===== src/telegram_params.svh =====
// Constants for the safety telegram word builder.
// Assumes inclusion by bare name from the package and the design modules.
`ifndef TELEGRAM_PARAMS_SVH
`define TELEGRAM_PARAMS_SVH

// Register byte addresses
`define REG_CONTROL       8'h00
`define REG_SCALE         8'h04
`define REG_STATUS        8'h08
`define REG_CYCLE_COUNT   8'h0C
`define REG_POSITION      8'h10

// Control register fields
`define CTRL_LONG_TELEGRAM 0
`define CTRL_LIMIT_XFER    24
`define CTRL_POSITION_XFER 25

// Reset values
`define CONTROL_RESET 32'h0000_0000
`define SCALE_RESET   16'h0001

// Status byte two bit positions
`define SB2_AREA_TWO     3
`define SB2_POS_VALID    6
`define SB2_REFERENCED   7
// Status byte three bit positions
`define SB3_FSI_LOW      0
`define SB3_EXT_STOP_TWO 4
`define SB3_SAFE_OP_STOP 5
`define SB3_UPPER_HELD   6
`define SB3_LOWER_HELD   7

// Value limits
`define SHORT_POS_MAX   32'h0000_7FFF
`define SHORT_POS_MIN   32'hFFFF_8001
`define LONG_POS_MAX    32'h2BF2_0000
`define LONG_POS_MIN    32'hD40E_0000

// Divider iteration count
`define DIV_STEPS       6'h20

`endif


===== src/telegram_pkg.sv =====
// Types shared by the telegram word builder and its divider.
// Assumes telegram_params.svh is reachable on the include path.
`include "telegram_params.svh"
package telegram_pkg;
  typedef logic [7:0]  status_byte_t;
  typedef logic [15:0] tele_word_t;
  typedef logic [7:0]  reg_addr_t;
endpackage : telegram_pkg


===== src/divide_if.sv =====
// Request and answer of the position scaling divider.
// Assumes one clock shared by both ends.
`timescale 1ns/1ns
interface divide_if;
  logic        start;
  logic [31:0] dividend;
  logic [15:0] divisor;
  logic        busy;
  logic        done;
  logic [31:0] quotient;
  modport requester (output start, output dividend, output divisor,
                     input busy, input done, input quotient);
  modport divider   (input start, input dividend, input divisor,
                     output busy, output done, output quotient);
endinterface : divide_if


===== src/position_divider.sv =====
// Serial signed-by-unsigned divider, quotient truncated toward zero.
// Assumes start is raised only while busy is low; a zero divisor acts as one.
`timescale 1ns/1ns
`include "telegram_params.svh"
module position_divider
  import telegram_pkg::*;
(
  input  wire logic sys_clk,
  input  wire logic reset_n,
  divide_if.divider dv
);
  logic [31:0] quot_q;
  logic [16:0] rem_q;
  logic [15:0] div_q;
  logic        neg_q;
  logic [5:0]  steps_q;
  logic        busy_q;
  logic        done_q;
  logic [16:0] rem_sh;

  assign rem_sh      = {rem_q[15:0], quot_q[31]};
  assign dv.busy     = busy_q;
  assign dv.done     = done_q;
  // Fraction dropped by dividing the magnitude, then restoring sign
  assign dv.quotient = neg_q ? (32'h0000_0000 - quot_q) : quot_q;

  always_ff @(posedge sys_clk or negedge reset_n) begin
    if (!reset_n) begin
      quot_q  <= 32'h0000_0000;
      rem_q   <= 17'h0_0000;
      div_q   <= 16'h0001;
      neg_q   <= 1'b0;
      steps_q <= 6'h00;
      busy_q  <= 1'b0;
      done_q  <= 1'b0;
    end else begin
      done_q <= 1'b0;
      if (dv.start && !busy_q) begin
        quot_q  <= dv.dividend[31] ? (32'h0000_0000 - dv.dividend) : dv.dividend;
        neg_q   <= dv.dividend[31];
        div_q   <= (dv.divisor == 16'h0000) ? 16'h0001 : dv.divisor;
        rem_q   <= 17'h0_0000;
        steps_q <= `DIV_STEPS;
        busy_q  <= 1'b1;
      end else if (busy_q) begin
        if (rem_sh >= {1'b0, div_q}) begin
          rem_q  <= rem_sh - {1'b0, div_q};
          quot_q <= {quot_q[30:0], 1'b1};
        end else begin
          rem_q  <= rem_sh;
          quot_q <= {quot_q[30:0], 1'b0};
        end
        steps_q <= steps_q - 6'h01;
        if (steps_q == 6'h01) begin
          busy_q <= 1'b0;
          done_q <= 1'b1;
        end
      end
    end
  end
endmodule : position_divider


===== src/safety_status_telegram_words.sv =====
// Builds status bytes two and three and the extra cyclic words of both telegrams.
// Assumes one safety cycle pulse per bus cycle and monitoring flags synchronous to sys_clk.
//
// Local design decisions: the register offsets and strobed register access.
`timescale 1ns/1ns
`include "telegram_params.svh"

module safety_status_telegram_words
  import telegram_pkg::*;
#(
  parameter bit FAILSAFE_INPUTS_PRESENT = 1'b1
) (
  input  wire logic         sys_clk,
  input  wire logic         reset_n,
  input  wire logic         safety_cycle,
  input  wire logic         area_two_active,
  input  wire logic         position_valid,
  input  wire logic         safely_referenced,
  input  wire logic [2:0]   failsafe_input,
  input  wire logic         extended_stop_two,
  input  wire logic         safe_operating_stop,
  input  wire logic         upper_limit_held,
  input  wire logic         lower_limit_held,
  input  wire logic [31:0]  safe_position,
  input  wire logic [15:0]  active_speed_limit,
  input  wire logic [15:0]  speed_limit_value_out,
  input  wire reg_addr_t    reg_addr,
  input  wire logic [31:0]  reg_wdata,
  input  wire logic         reg_write,
  input  wire logic         reg_read,
  output logic [31:0]       reg_rdata,
  output status_byte_t      status_byte_two,
  output status_byte_t      status_byte_three,
  output tele_word_t        process_word_three,
  output tele_word_t        process_word_four,
  output tele_word_t        process_word_five,
  output tele_word_t        process_word_six,
  output logic [15:0]       speed_limit_request
);
  logic [31:0]  control_q;
  logic [15:0]  scale_q;
  logic [15:0]  count_q;
  logic [31:0]  reg_rdata_q;
  status_byte_t byte_two_q;
  status_byte_t byte_three_q;
  tele_word_t   word_three_q;
  tele_word_t   word_four_q;
  tele_word_t   word_five_q;
  tele_word_t   word_six_q;
  tele_word_t   short_pos_q;
  logic [15:0]  limit_req_q;
  status_byte_t byte_two_d;
  status_byte_t byte_three_d;
  logic [31:0]  long_pos_d;
  tele_word_t   short_pos_d;
  logic         long_tele;
  logic         pos_xfer;

  // Short bounds cut to word width once, not at each use
  localparam tele_word_t SHORT_WORD_MAX = tele_word_t'(`SHORT_POS_MAX);
  localparam tele_word_t SHORT_WORD_MIN = tele_word_t'(`SHORT_POS_MIN);

  divide_if dv ();

  // One divider serves every cycle; it needs the gap between pulses
  position_divider position_divider_inst (
    .sys_clk (sys_clk),
    .reset_n (reset_n),
    .dv      (dv)
  );

  assign long_tele = control_q[`CTRL_LONG_TELEGRAM];
  assign pos_xfer  = control_q[`CTRL_POSITION_XFER];

  // Status bytes; unlisted bits stay zero
  // Flags share sys_clk, so no synchroniser in front
  always_comb begin
    byte_two_d                  = 8'h00;
    byte_two_d[`SB2_AREA_TWO]   = area_two_active;
    byte_two_d[`SB2_POS_VALID]  = position_valid;
    byte_two_d[`SB2_REFERENCED] = safely_referenced;
    byte_three_d                    = 8'h00;
    if (FAILSAFE_INPUTS_PRESENT) begin
      byte_three_d[`SB3_FSI_LOW +: 3] = ~failsafe_input;
    end
    byte_three_d[`SB3_EXT_STOP_TWO] = extended_stop_two;
    byte_three_d[`SB3_SAFE_OP_STOP] = safe_operating_stop;
    byte_three_d[`SB3_UPPER_HELD]   = upper_limit_held;
    byte_three_d[`SB3_LOWER_HELD]   = lower_limit_held;
  end

  // Clamp long position, saturate scaled short position
  always_comb begin
    // Long word carries the position unscaled
    if ($signed(safe_position) > $signed(`LONG_POS_MAX)) begin
      long_pos_d = `LONG_POS_MAX;
    end else if ($signed(safe_position) < $signed(`LONG_POS_MIN)) begin
      long_pos_d = `LONG_POS_MIN;
    end else begin
      long_pos_d = safe_position;
    end
    // Guards against a badly chosen scale factor
    if ($signed(dv.quotient) > $signed(`SHORT_POS_MAX)) begin
      short_pos_d = SHORT_WORD_MAX;
    end else if ($signed(dv.quotient) < $signed(`SHORT_POS_MIN)) begin
      short_pos_d = SHORT_WORD_MIN;
    end else begin
      short_pos_d = dv.quotient[15:0];
    end
  end

  // A pulse while the divider is busy is ignored; zero scale acts as one
  assign dv.start    = safety_cycle;
  assign dv.dividend = safe_position;
  assign dv.divisor  = scale_q;

  // Software registers
  // Status, count and position are read-only; writes there are dropped
  always_ff @(posedge sys_clk or negedge reset_n) begin
    if (!reset_n) begin
      control_q <= `CONTROL_RESET;
      scale_q   <= `SCALE_RESET;
    end else if (reg_write) begin
      if (reg_addr == `REG_CONTROL) begin
        control_q <= reg_wdata;
      end
      if (reg_addr == `REG_SCALE) begin
        scale_q <= reg_wdata[15:0];
      end
    end
  end

  // Read data stand one cycle after the strobe, zero otherwise
  // Narrow registers sit in the low bits
  always_ff @(posedge sys_clk or negedge reset_n) begin
    if (!reset_n) begin
      reg_rdata_q <= 32'h0000_0000;
    end else if (reg_read) begin
      unique case (reg_addr)
        `REG_CONTROL:     reg_rdata_q <= control_q;
        `REG_SCALE:       reg_rdata_q <= {16'h0000, scale_q};
        `REG_STATUS:      reg_rdata_q <= {16'h0000, byte_three_q, byte_two_q};
        `REG_CYCLE_COUNT: reg_rdata_q <= {16'h0000, count_q};
        `REG_POSITION:    reg_rdata_q <= {16'h0000, short_pos_q};
        default:          reg_rdata_q <= 32'h0000_0000;
      endcase
    end else begin
      reg_rdata_q <= 32'h0000_0000;
    end
  end

  // Safety cycle counter, wraps through the full 16-bit range
  always_ff @(posedge sys_clk or negedge reset_n) begin
    if (!reset_n) begin
      count_q <= 16'h0000;
    end else if (safety_cycle) begin
      count_q <= count_q + 16'h0001;
    end
  end

  // Scaled position lands when the divider finishes
  always_ff @(posedge sys_clk or negedge reset_n) begin
    if (!reset_n) begin
      short_pos_q <= 16'h0000;
    end else if (dv.done) begin
      short_pos_q <= short_pos_d;
    end
  end

  // Telegram words refresh once per safety cycle
  always_ff @(posedge sys_clk or negedge reset_n) begin
    if (!reset_n) begin
      byte_two_q   <= 8'h00;
      byte_three_q <= 8'h00;
      word_three_q <= 16'h0000;
      word_four_q  <= 16'h0000;
      word_five_q  <= 16'h0000;
      word_six_q   <= 16'h0000;
      limit_req_q  <= 16'h0000;
    end else if (safety_cycle) begin
      byte_two_q   <= byte_two_d;
      byte_three_q <= byte_three_d;
      limit_req_q  <= speed_limit_value_out;
      // Controller ignores this unless level one and bit 24 say otherwise
      word_three_q <= control_q[`CTRL_LIMIT_XFER] ? active_speed_limit : 16'h0000;
      // Count before its increment, so the first pulse sends zero
      word_four_q  <= count_q;
      if (!pos_xfer) begin
        word_five_q <= 16'h0000;
        word_six_q  <= 16'h0000;
      end else if (long_tele) begin
        word_five_q <= long_pos_d[31:16];
        word_six_q  <= long_pos_d[15:0];
      end else begin
        // Short word lags one cycle: divider needs 33 clocks
        word_five_q <= short_pos_q;
        word_six_q  <= 16'h0000;
      end
    end
  end

  assign reg_rdata           = reg_rdata_q;
  assign status_byte_two     = byte_two_q;
  assign status_byte_three   = byte_three_q;
  assign process_word_three  = word_three_q;
  assign process_word_four   = word_four_q;
  assign process_word_five   = word_five_q;
  assign process_word_six    = word_six_q;
  assign speed_limit_request = limit_req_q;
endmodule : safety_status_telegram_words


===== config.mk =====
export PLATFORM = sky130hd
export DESIGN_NAME = safety_status_telegram_words
export DESIGN_NICKNAME = d
export VERILOG_FILES = /design/src/telegram_pkg.sv /design/src/divide_if.sv /design/src/position_divider.sv /design/src/safety_status_telegram_words.sv
export VERILOG_INCLUDE_DIRS = /design/src
export SDC_FILE = /design/constraint.sdc
export NUM_CORES = 1
export LEC_CHECK = 0
export BUFFER_PORTS_ARGS = -buffer_cell sky130_fd_sc_hd__clkbuf_2
export CORE_MARGIN = 1
export CORE_UTILIZATION = 55
export DETAILED_ROUTE_END_ITERATION = 6
export PLACE_DENSITY = 0.89
export SLEW_MARGIN = 10
export SYNTH_ARGS = -nofsm -noshare
export SYNTH_HDL_FRONTEND = slang
export SYNTH_SLANG_ARGS = --single-unit

===== constraint.sdc =====
create_clock -name sys_clk -period 4.5 [get_ports sys_clk]
set_input_delay 0.45 -clock sys_clk [delete_from_list [all_inputs] [get_ports sys_clk]]
set_output_delay 0.45 -clock sys_clk [all_outputs]
set_load 0.02 [all_outputs]

Word-level counts from Yosys, hierarchy flattened
Index checks and enable logic that the tools add are counted.
{ "word_totals": {"reg_bits": 275, "latchBits": 0, "ramBits": 0, "mem_bits_ro": 0, "in_bits": 119, "output_inout_bits": 128, "wordCells": 70, "mem_count": 0} }
{ "classes": {"n_addsub": 5, "n_mul": 0, "n_div": 0, "order_cmp": 5, "eq_ne": 5, "shifts": 0, "muxes": 28, "bitwise_logic": 1, "n_reduce_logical": 7} }
{ "op_table": {"columns": ["op", "count"], "rows": [
  ["2-to-1 mux 32 bit", 7],
  ["2-to-1 mux 16 bit", 11],
  ["one-hot mux 32 bit (5 select lines)", 1],
  ["subtractor 1 x 32 -> 32 bit, first input constant", 2],
  ["> comparator 32 x 16 -> 1 bit, second input constant", 1],
  ["> comparator 32 x 31 -> 1 bit, second input constant", 1],
  ["less-than comparator 32 x 16 -> 1 bit, second input constant", 1],
  ["less-than comparator 32 x 31 -> 1 bit, second input constant", 1],
  ["greater-or-equal comparator 17 x 16 -> 1 bit", 1],
  ["adder 16 x 1 -> 16 bit, second input constant", 1],
  ["equality test 8 x 4 -> 1 bit, second input constant", 2],
  ["zero test 16 bit", 1],
  ["subtractor 16 bit", 1],
  ["2-to-1 mux 6 bit", 2],
  ["equality test 8 x 3 -> 1 bit, second input constant", 1],
  ["equality test 8 x 5 -> 1 bit, second input constant", 1],
  ["zero test 8 bit", 1],
  ["2-to-1 mux 1 bit", 7],
  ["equality test 6 x 1 -> 1 bit, second input constant", 1],
  ["subtractor 6 x 1 -> 6 bit, second input constant", 1],
  ["AND reduction 2 bit", 2],
  ["inverter 3 bit", 1],
  ["nonzero test 2 bit", 1],
  ["logical AND 1 bit", 1],
  ["zero test 1 bit", 1]
]} }

Longest topological paths before layout
Gate-level depths: netlist of run 1.
{ "depth": {"depth_word": 5, "depth_mapped": 12} }

By module
A second synthesis of run 1 with hierarchy kept.
{ "unflattened": {"hier_cells": 1347, "hier_area_um2": 14177.3} }
{ "modules_own_cells": {"columns": ["module", "n_inst", "cells_per_inst", "area_each_um2", "seq_area_each_um2"], "rows": [
  ["safety_status_telegram_words", 1, 696, 8680.8, 5056.1],
  ["position_divider", 1, 651, 5496.5, 1828.0]
]} }

Least setup slack after synthesis of run 1
Ideal clock, no wire load.
{ "synth_path": {"kind": "input-to-reg", "start": "input safe_position[22]", "end": "register word_six_q[10] (netlist: process_word_six[10])", "arrival_ps": 3180, "t_required_ps": 4434, "path_slack_ps": 1254, "path_stages": 11, "path_buffers": 2, "cell_sequence": "or4_1 > or2_2 > a311o_1 > a21oi_1 > nor2b_1 > o211ai_1 > ha_1 > clkbuf_1 > nor3_2 > clkbuf_1 > a22o_1"} }
{ "synth_via": {"elab_chain_len": 5, "elab_cells_between_ends": 6, "cone_classes": "order compare: 2; mux: 4"} }
{ "synth_rtl": {"columns": ["item", "line_no", "rtl"], "rows": [
  ["start, declared", "safety_status_telegram_words.sv:24", "input wire logic [31:0] safe_position,"],
  ["less-than comparator 32 x 31 -> 1 bit", "safety_status_telegram_words.sv:97", "end else if ($signed(safe_position) < $signed(`LONG_POS_MIN)) begin"],
  ["2-to-1 mux 32 bit", "safety_status_telegram_words.sv:97", null],
  ["2-to-1 mux 32 bit (*)", "safety_status_telegram_words.sv:95", "if ($signed(safe_position) > $signed(`LONG_POS_MAX)) begin"],
  ["2-to-1 mux 16 bit (*)", "safety_status_telegram_words.sv:191", "end else if (long_tele) begin"],
  ["2-to-1 mux 16 bit (*)", "safety_status_telegram_words.sv:188", "if (!pos_xfer) begin"],
  ["end signal, assigned", "safety_status_telegram_words.sv:193", "word_six_q <= long_pos_d[15:0];"],
  ["end, declared", "safety_status_telegram_words.sv:49", "tele_word_t word_six_q;"]
]} }
Mark *: on every way between the ends. The rest lies on a longest branch, timed or not.
A chain may end at the register's enable or synchronous reset.

Worst setup path in the final report of run 1
{ "layout_path": {"start": "register position_divider_inst.rem_q[2]", "end": "register position_divider_inst.rem_q[3]"} }
{ "layout_via": {"elab_chain_len": 4, "elab_cells_between_ends": 5, "cone_classes": "add/sub: 1; order compare: 1; mux: 3"} }
{ "layout_rtl": {"columns": ["item", "line_no", "rtl"], "rows": [
  ["start, declared", "position_divider.sv:13", "logic [16:0] rem_q;"],
  ["start signal, assigned", "position_divider.sv:47", "rem_q <= rem_sh - {1'b0, div_q};"],
  ["start signal, assigned", "position_divider.sv:50", "rem_q <= rem_sh;"],
  ["subtractor 16 bit / greater-or-equal comparator 17 x 16 -> 1 bit (equally long branches)", "position_divider.sv:47, position_divider.sv:46", null],
  ["2-to-1 mux 16 bit (*)", "position_divider.sv:46", "if (rem_sh >= {1'b0, div_q}) begin"],
  ["2-to-1 mux 16 bit (*)", "position_divider.sv:45", "end else if (busy_q) begin"],
  ["2-to-1 mux 16 bit (*)", "position_divider.sv:38", "if (dv.start && !busy_q) begin"]
]} }
Mark *: on every way between the ends. The rest lies on a longest branch, timed or not. The select of a mux whose other input is x is not followed.

==> reports/metrics.yaml, run 1 <==
skew_ns: 0.0233
critical_path_class: "flip-flop to flip-flop"
fmax_mhz: 270
maxSlewViolCount: 0
violations: "DRC, hold timing"
maxCapViolations: 0
drive_gt1_share_pct: 29.4
status: "finished, violations left"
core_mm2: 0.0252
synth_flop_cell: "dfrtp_1"
grt_pass1_vias: 11300
grt_pass1_wl_mm: 60.5
n_fill_cell: 1859
layout.cells.most_common: "dfrtp_1"
die_x_um: 162
grt-ovfl-total: 0
ant_nets: 0
io_pins: 247
finalNetCount: 1666
seq_area_mm2: 0.00689
routed_wl_mm: 38.1
htree_levels: 1
min_period_over_period_pct: 82.3
ir_drop_mv: 0.357
post_cts_buffers: 0
vias: 11600
power.leakage_nw: 7.75
final-hold-violation-count: 7
path_cells: "ha_1, and2_1, o21ai_0, a31oi_1, a211oi_1, o31ai_1, a31oi_2, buf_4, mux2_2, a22o_1"
multi_input_area_mm2: 0.00668
gp_congestion: 0.911
whs_ns: -0.0166
initial_core_util_pct: 55.9
cp-start-kind: "flip-flop"
rsz0062_at_grt: "false"
critical_path_arrival_ns: 4.15
place_area_mm2: 0.0154
syn_to_final_growth_pct: 16.5
vias_per_cell: 6.17
clock_path_buffers: 3
cts_tree: "built"
async_reset_ff_share_pct: 100
crit_path_max_fanout: 10
diodes: 0
clkSlewWorstSetupHoldPaths_ns: 0.06
yosys_warnings: 0
setup_tns_ns: 0
cts-resized-gates: 0
die_h_um: 162
netlist_area_mm2: 0.0141
clock_latency_ns: 0.56
yosysSeqAreaShare_pct: 48.9
hpwl_mm: 26.7
synth_edf_count: 0
cts_sinks: 275
wl_per_cell_um: 20.3
ys_ff_latch: 275
tightest_slew_ns: 1.03
regToRegStartpoint: "position_divider_inst.rem_q[2]$_DFFE_PN0P_"
syn_avg_cell_area_um2: 10.6
first_iter_violations: 1313
final_cell_mix: "dfrtp_1 (272), clkbuf_2 (238), mux2_2 (131), nor2_1 (104), nand2_1 (83)"
fin_util_pct: 65.1
clockRootBuffer: "clkbuf_16"
cts_made_buffers: 28
drcViolationCount: 3
cts_hold_buffers: 0
grtUsageTotal_pct: 29.2
rows: 58
die_area_mm2: 0.0263
cpPeakStageDelay_ns: 0.57
drt-pass1-iter-count: 7
post-route-cell-area_mm2: 0.0164
crit_start: "position_divider_inst.rem_q[2]$_DFFE_PN0P_"
power_density_mw_per_mm2: 540
slew_headroom_pct: 30.9
required_ns: 4.95
synth_cell_types: 74
worstHoldPathType: "input pin to asynchronous set/reset pin"
syn_inst: 1330
antenna_found_initial: 0
grt_max_degree: 133
crit_path_end_kind: "flip-flop"
cp_slowest_cell: "a211oi_1"
setup_viol: 0
port_buffers: 240
finalCriticalPeriod_ns: 3.70
Yosys cell counts, types with 27 or more instances:
| cell | number | area share (%) |
|---|---|---|
| a21oi_1 | 59 | 2.1 |
| a22o_1 | 55 | 3.4 |
| and3_1 | 27 | 1.2 |
| clkbuf_1 | 72 | 1.9 |
| dfrtp_1 | 273 | 48 |
| inv_1 | 33 | 0.88 |
| mux2_2 | 131 | 10 |
| nand2_1 | 83 | 2.2 |
| nor2_1 | 105 | 2.8 |
| o21ai_0 | 77 | 2.7 |
| xnor2_1 | 32 | 2.0 |
| xor2_1 | 46 | 2.9 |
area by class of cell:
| type | count | area share, % |
|---|---|---|
| clock buffer | 45 | 5.09 |
| tap | 330 | 2.52 |
| multi-input combinational | 929 | 40.7 |
| inverter | 34 | 0.778 |
| sequential | 275 | 42.0 |
| timing repair buffer | 255 | 8.16 |
| clock inverter | 7 | 0.786 |
kinds of logic (layout without fill, tap and decap cells):
logic type	count (synthesis)	in the layout	synth area share, %
AOI/OAI and AO/OA	330	330	16.5
muxes	143	143	11.3
DFF	275	275	48.9
and+or+nand+nor	348	348	12.4
buffers and inverters	131	341	3.88
xor gates and xnor gates	78	78	4.85
other	1	6	0.0266
adders and majority gates	24	24	2.19
worst max-delay path: cells and delay by family (launching register included):
family / cells / cell delay, ns
fa+ha+maj: 1 / 0.38
flops: 1 / 0.42
mux: 1 / 0.35
buf+inv: 1 / 0.30
compound gates: 6 / 1.95
simple gates: 1 / 0.19
state kept, by name, indices dropped and copies added, names as in the netlist:
signal and count:
position_divider_inst.dv.busy 1, process_word_six 16, position_divider_inst.quot_q 32, process_word_five 16, control_q 32, dv.divisor 16, position_divider_inst.neg_q 1, reg_rdata 32
status_byte_two 3, position_divider_inst.rem_q 16, speed_limit_request 16, process_word_four 16, status_byte_three 7, position_divider_inst.div_q 16, count_q 16, position_divider_inst.dv.done 1
position_divider_inst.steps_q 6, process_word_three 16, short_pos_q 16
worst paths after layout:
| check | endpoint | slack, ns | depth (start not counted) |
|---|---|---|---|
| worst max-delay path | position_divider_inst.rem_q[3]$_DFFE_PN0P_ | 0.80 | 10 |
| worst min-delay path | control_q[12]$_DFFE_PN0P_ | -0.02 | 1 |
| worst min register to register | position_divider_inst.steps_q[5]$_DFFE_PN0P_ | 0.47 | 1 |
| worst max register to register | position_divider_inst.rem_q[3]$_DFFE_PN0P_ | 0.80 | 10 |
| min in group sys_clk | status_byte_three[1]$_DFFE_PN0P_ | 0.06 | 2 |
| max in group asynchronous | position_divider_inst.quot_q[5]$_DFFE_PN0P_ | 3.33 | 2 |
where the power goes:
group	internal [mW]	total [mW]	leakage (nW)	switching (mW)
logic	1.31	2.90	3.76	1.59
registers	2.92	3.54	3.52	0.622
clock network	1.44	2.42	0.469	0.973
total	5.67	8.86	7.75	3.19
metrics by stage:
step | std cells | hold WS, ns | total power [mW] | setup WS, ns
3_5_place_dp | 1823 | 0.449 | 6.38 | 0.950
5_1_grt | 1875 | 0.0527 | 9.33 | 0.607
3_3_place_gp | 1823 | 0.447 | 6.25 | 1.11
6_report | 1875 | -0.0166 | 8.86 | 0.798
4_1_cts | 1875 | 0.0409 | 8.82 | 0.880
2_1_floorplan | 1335 | 0.154 | 5.58 | 1.25
metal layers:
layer  GRT usage, %  routed length (um)
met5              0                   0
met4           12.4                1580
met3           5.23                3410
met2           48.3               18000
met1           37.7               15100
Power figures use the tool's default switching activity.
==> inputs of run 2 (changes only) <==
- CORE_UTILIZATION: 55 -> 51
- PLACE_DENSITY: 0.89 -> 0.87
- clock period: 4.5 -> 3.05 ns (I/O delays scaled with it)
==> run 2 against run 1 <==
The run ends with setup timing left. Combinational power increased by 69%. Wire length increased by 10%. Clock skew increased by 0.0028 ns. Core utilization decreased by 0.089 points. Hold slack improved by 0.028 ns. Non-clock buffer count increased by 119. Fmax increased by 21%. Sequential power increased by 43%. Largest cell class unchanged.
==> reports/metrics.yaml, run 2 (synthesized netlist as in run 1, its figures left out) <==
cp_slowest_cell: "or4_4"
finalCriticalPeriod_ns: 3.06  # -0.644 ns
cts_sinks: 275  # unchanged
clkSlewWorstSetupHoldPaths_ns: 0.06  # about the same
grt_pass1_wl_mm: 66.7  # +10%
grt_pass1_vias: 12400  # +10%
switchingPower_mw: 4.92  # +54%
core_mm2: 0.0270  # +7.3%
post-place-ws_ns: -0.0879  # -1.04 ns
sw_frac_of_total_pct: 36.5  # +0.49 points
violations: "setup timing"
required_ns: 3.47  # -1.48 ns
finalNetCount: 1786  # +7.2%
maxSlewViolCount: 0  # unchanged
grt-ovfl-total: 0  # unchanged
crit_path_max_fanout: 15  # +5
diodes: 0  # unchanged
cp-start-kind: "flip-flop"
hold_path_depth: 2
path_depth: 10  # unchanged
clock_path_buffers: 3  # unchanged
drive_gt1_share_pct: 30.9  # +1.4 points
min_period_over_period_pct: 100  # +18 points
stdcell_count: 2006  # +7.0%
vias: 12200  # +5.6%
skew_ns: 0.0260  # +0.00275 ns
ant_nets: 0  # unchanged
pwr-share-clk_pct: 26.0  # -1.3 points
routed_wl_mm: 41.9  # +10%
worstHoldPathType: "input pin to flip-flop"
cellInternalPower_mw: 8.55  # +51%
hpwl_mm: 28.2  # +5.6%
vias_per_cell: 6.09  # -1.3%
syn_to_final_growth_pct: 24.8
comb_power_share_pct: 36.4  # +3.6 points
regToRegStartpoint: "position_divider_inst.quot_q[9]$_DFFE_PN0P_"
grt_max_degree: 85  # -36%
critical_path_class: "flip-flop to flip-flop"
slew_headroom_pct: 26.4  # -4.5 points
wl_per_cell_um: 20.9  # +2.9%
layout.cells.most_common: "dfrtp_1"
clock_latency_ns: 0.57  # about the same
antenna_found_initial: 1  # +1
drt-pass1-iter-count: 5  # -2
r2r-end: "short_pos_q[3]$_DFFE_PN0P_"
rsz0062_at_grt: "true"
initial_core_util_pct: 52.1  # -3.8 points
maxCapViolations: 0  # unchanged
die_x_um: 168  # +3.8%
power_density_mw_per_mm2: 766  # +42%
power_frac_seq_pct: 37.6  # -2.3 points
crit_path_end_kind: "flip-flop"
postLayoutSetupSlackWorst_ns: -0.00848  # -0.806 ns
drcViolationCount: 0  # -3
htree_levels: 1  # unchanged
min_from: "safe_position[9]"
gp_congestion: 0.919  # +0.87%
first_iter_violations: 1373  # +4.6%
setup_viol: 1  # +1
crit_top_cell: "or4_4"
cpPeakStageDelay_ns: 0.54  # -0.03 ns
critical_path_buf_inv_count: 2  # +1
final_cell_mix: "dfrtp_1 (272), clkbuf_2 (238), mux2_2 (131), nor2_1 (104), nand2_1 (83)"
port_buffers: 240  # unchanged
power.leakage_nw: 8.28  # +6.9%
status: "finished, violations left"
die_h_um: 168  # +3.8%
path_delay_family: "simple AND/OR/NAND/NOR gates"
cts_made_buffers: 28  # unchanged
tightest_slew_ns: 1.10  # +0.0676 ns
ir_drop_mv: 0.420  # +17%
hold_end: "process_word_six[9]$_DFFE_PN0P_"
critical_path_arrival_ns: 3.48  # -0.67 ns
cts_tree: "built"
rows: 60  # +3.4%
rrSetupSlack_ns: -0.008  # -0.81 ns
clockRootBuffer: "clkbuf_16"
r2r_cells: 10  # unchanged
dp_cells: 1882  # +3.2%
final-hold-violation-count: 0  # -7
die_area_mm2: 0.0283  # +7.7%
fmax_mhz: 327  # +21%
io_pins: 247  # unchanged
grtUsageTotal_pct: 29.8  # +0.60 points
path_cells: "or4_4, or4_4, buf_6, or4_4, a21oi_2, o21ai_1, nand4b_4, o31ai_4, buf_12, o22ai_1"
==> run 2: layout make-up <==
class | instances | area [um^2]
fillers | 1913 | 9440
flip-flops and latches | 275 | 6890
multi-input cells | 930 | 6750
repair buffers | 374 | 2450
clock buffers | 42 | 803
well taps | 341 | 427
clock inverters | 10 | 139
inverters | 34 | 128
==> run 2: power groups by stage <==
stage	Sequential (mW)	Combinational [mW]	Clock [mW]
floorplan	4.87	3.37	0
global placement	5.04	4.45	0
detailed placement	5.08	4.63	0
CTS	5.02	4.83	3.53
global route	5.13	5.38	3.70
finish	5.06	4.90	3.51
==> run 2: how the worst max path moves through the flow <==
stage / start / to / slack, ns
2_1_floorplan: position_divider_inst.quot_q[7]$_DFFE_PN0P_ / short_pos_q[13]$_DFFE_PN0P_ / -0.02
6_report: position_divider_inst.quot_q[9]$_DFFE_PN0P_ / short_pos_q[3]$_DFFE_PN0P_ / -0.008
4_1_cts: position_divider_inst.quot_q[9]$_DFFE_PN0P_ / short_pos_q[3]$_DFFE_PN0P_ / 0.005
3_5_place_dp: position_divider_inst.quot_q[9]$_DFFE_PN0P_ / short_pos_q[3]$_DFFE_PN0P_ / -0.09
3_3_place_gp: position_divider_inst.quot_q[9]$_DFFE_PN0P_ / short_pos_q[0]$_DFFE_PN0P_ / -0.02
5_1_grt: position_divider_inst.quot_q[9]$_DFFE_PN0P_ / short_pos_q[8]$_DFFE_PN0P_ / -0.12
==> run 2: metrics by stage <==
step                       TNS, ns  area [um^2]  util (%)  hold WS, ns  total power [mW]
final                     -0.00848        17600      65.1       0.0118              13.5
after global placement     -0.0342        15900      58.7        0.345              9.50
after detailed placement    -0.667        15900      58.7        0.350              9.71
after CTS                        0        17600      65.0     0.000963              13.4
after floorplan            -0.0266        14100         -      0.00941              8.24
after global routing         -1.24        17600      65.1       0.0147              14.2
==> run 2: what timing repair did <==
item                                    in CTS  in global routing
hold buffers                                70                  0
gates cloned                                 1                  0
buffers inserted                             1                  0
endpoints found under the hold margin      155                  0
pin swaps                                    2                  1
gates resized for setup                      7                  5
endpoints found under the setup margin      15                 27
==> run 2: worst register-to-register path: stages (launching register included) <==
cell and delay (ns):
dfrtp_1 0.38, or4_4 0.54, or4_4 0.54, buf_6 0.16, or4_4 0.41, a21oi_2 0.15
o21ai_1 0.08, nand4b_4 0.18, o31ai_4 0.22, buf_12 0.18, o22ai_1 0.10
==> run 2: metal layers <==
layer / part of all wire, % / track usage (%) / vias up
met5: 0.019 / 0 / -
met4: 5.1 / 14.1 / 2
met3: 7.7 / 4.91 / 142
met2: 49 / 51.3 / 628
met1: 39 / 36.5 / 6003
li1: - / - / 5441
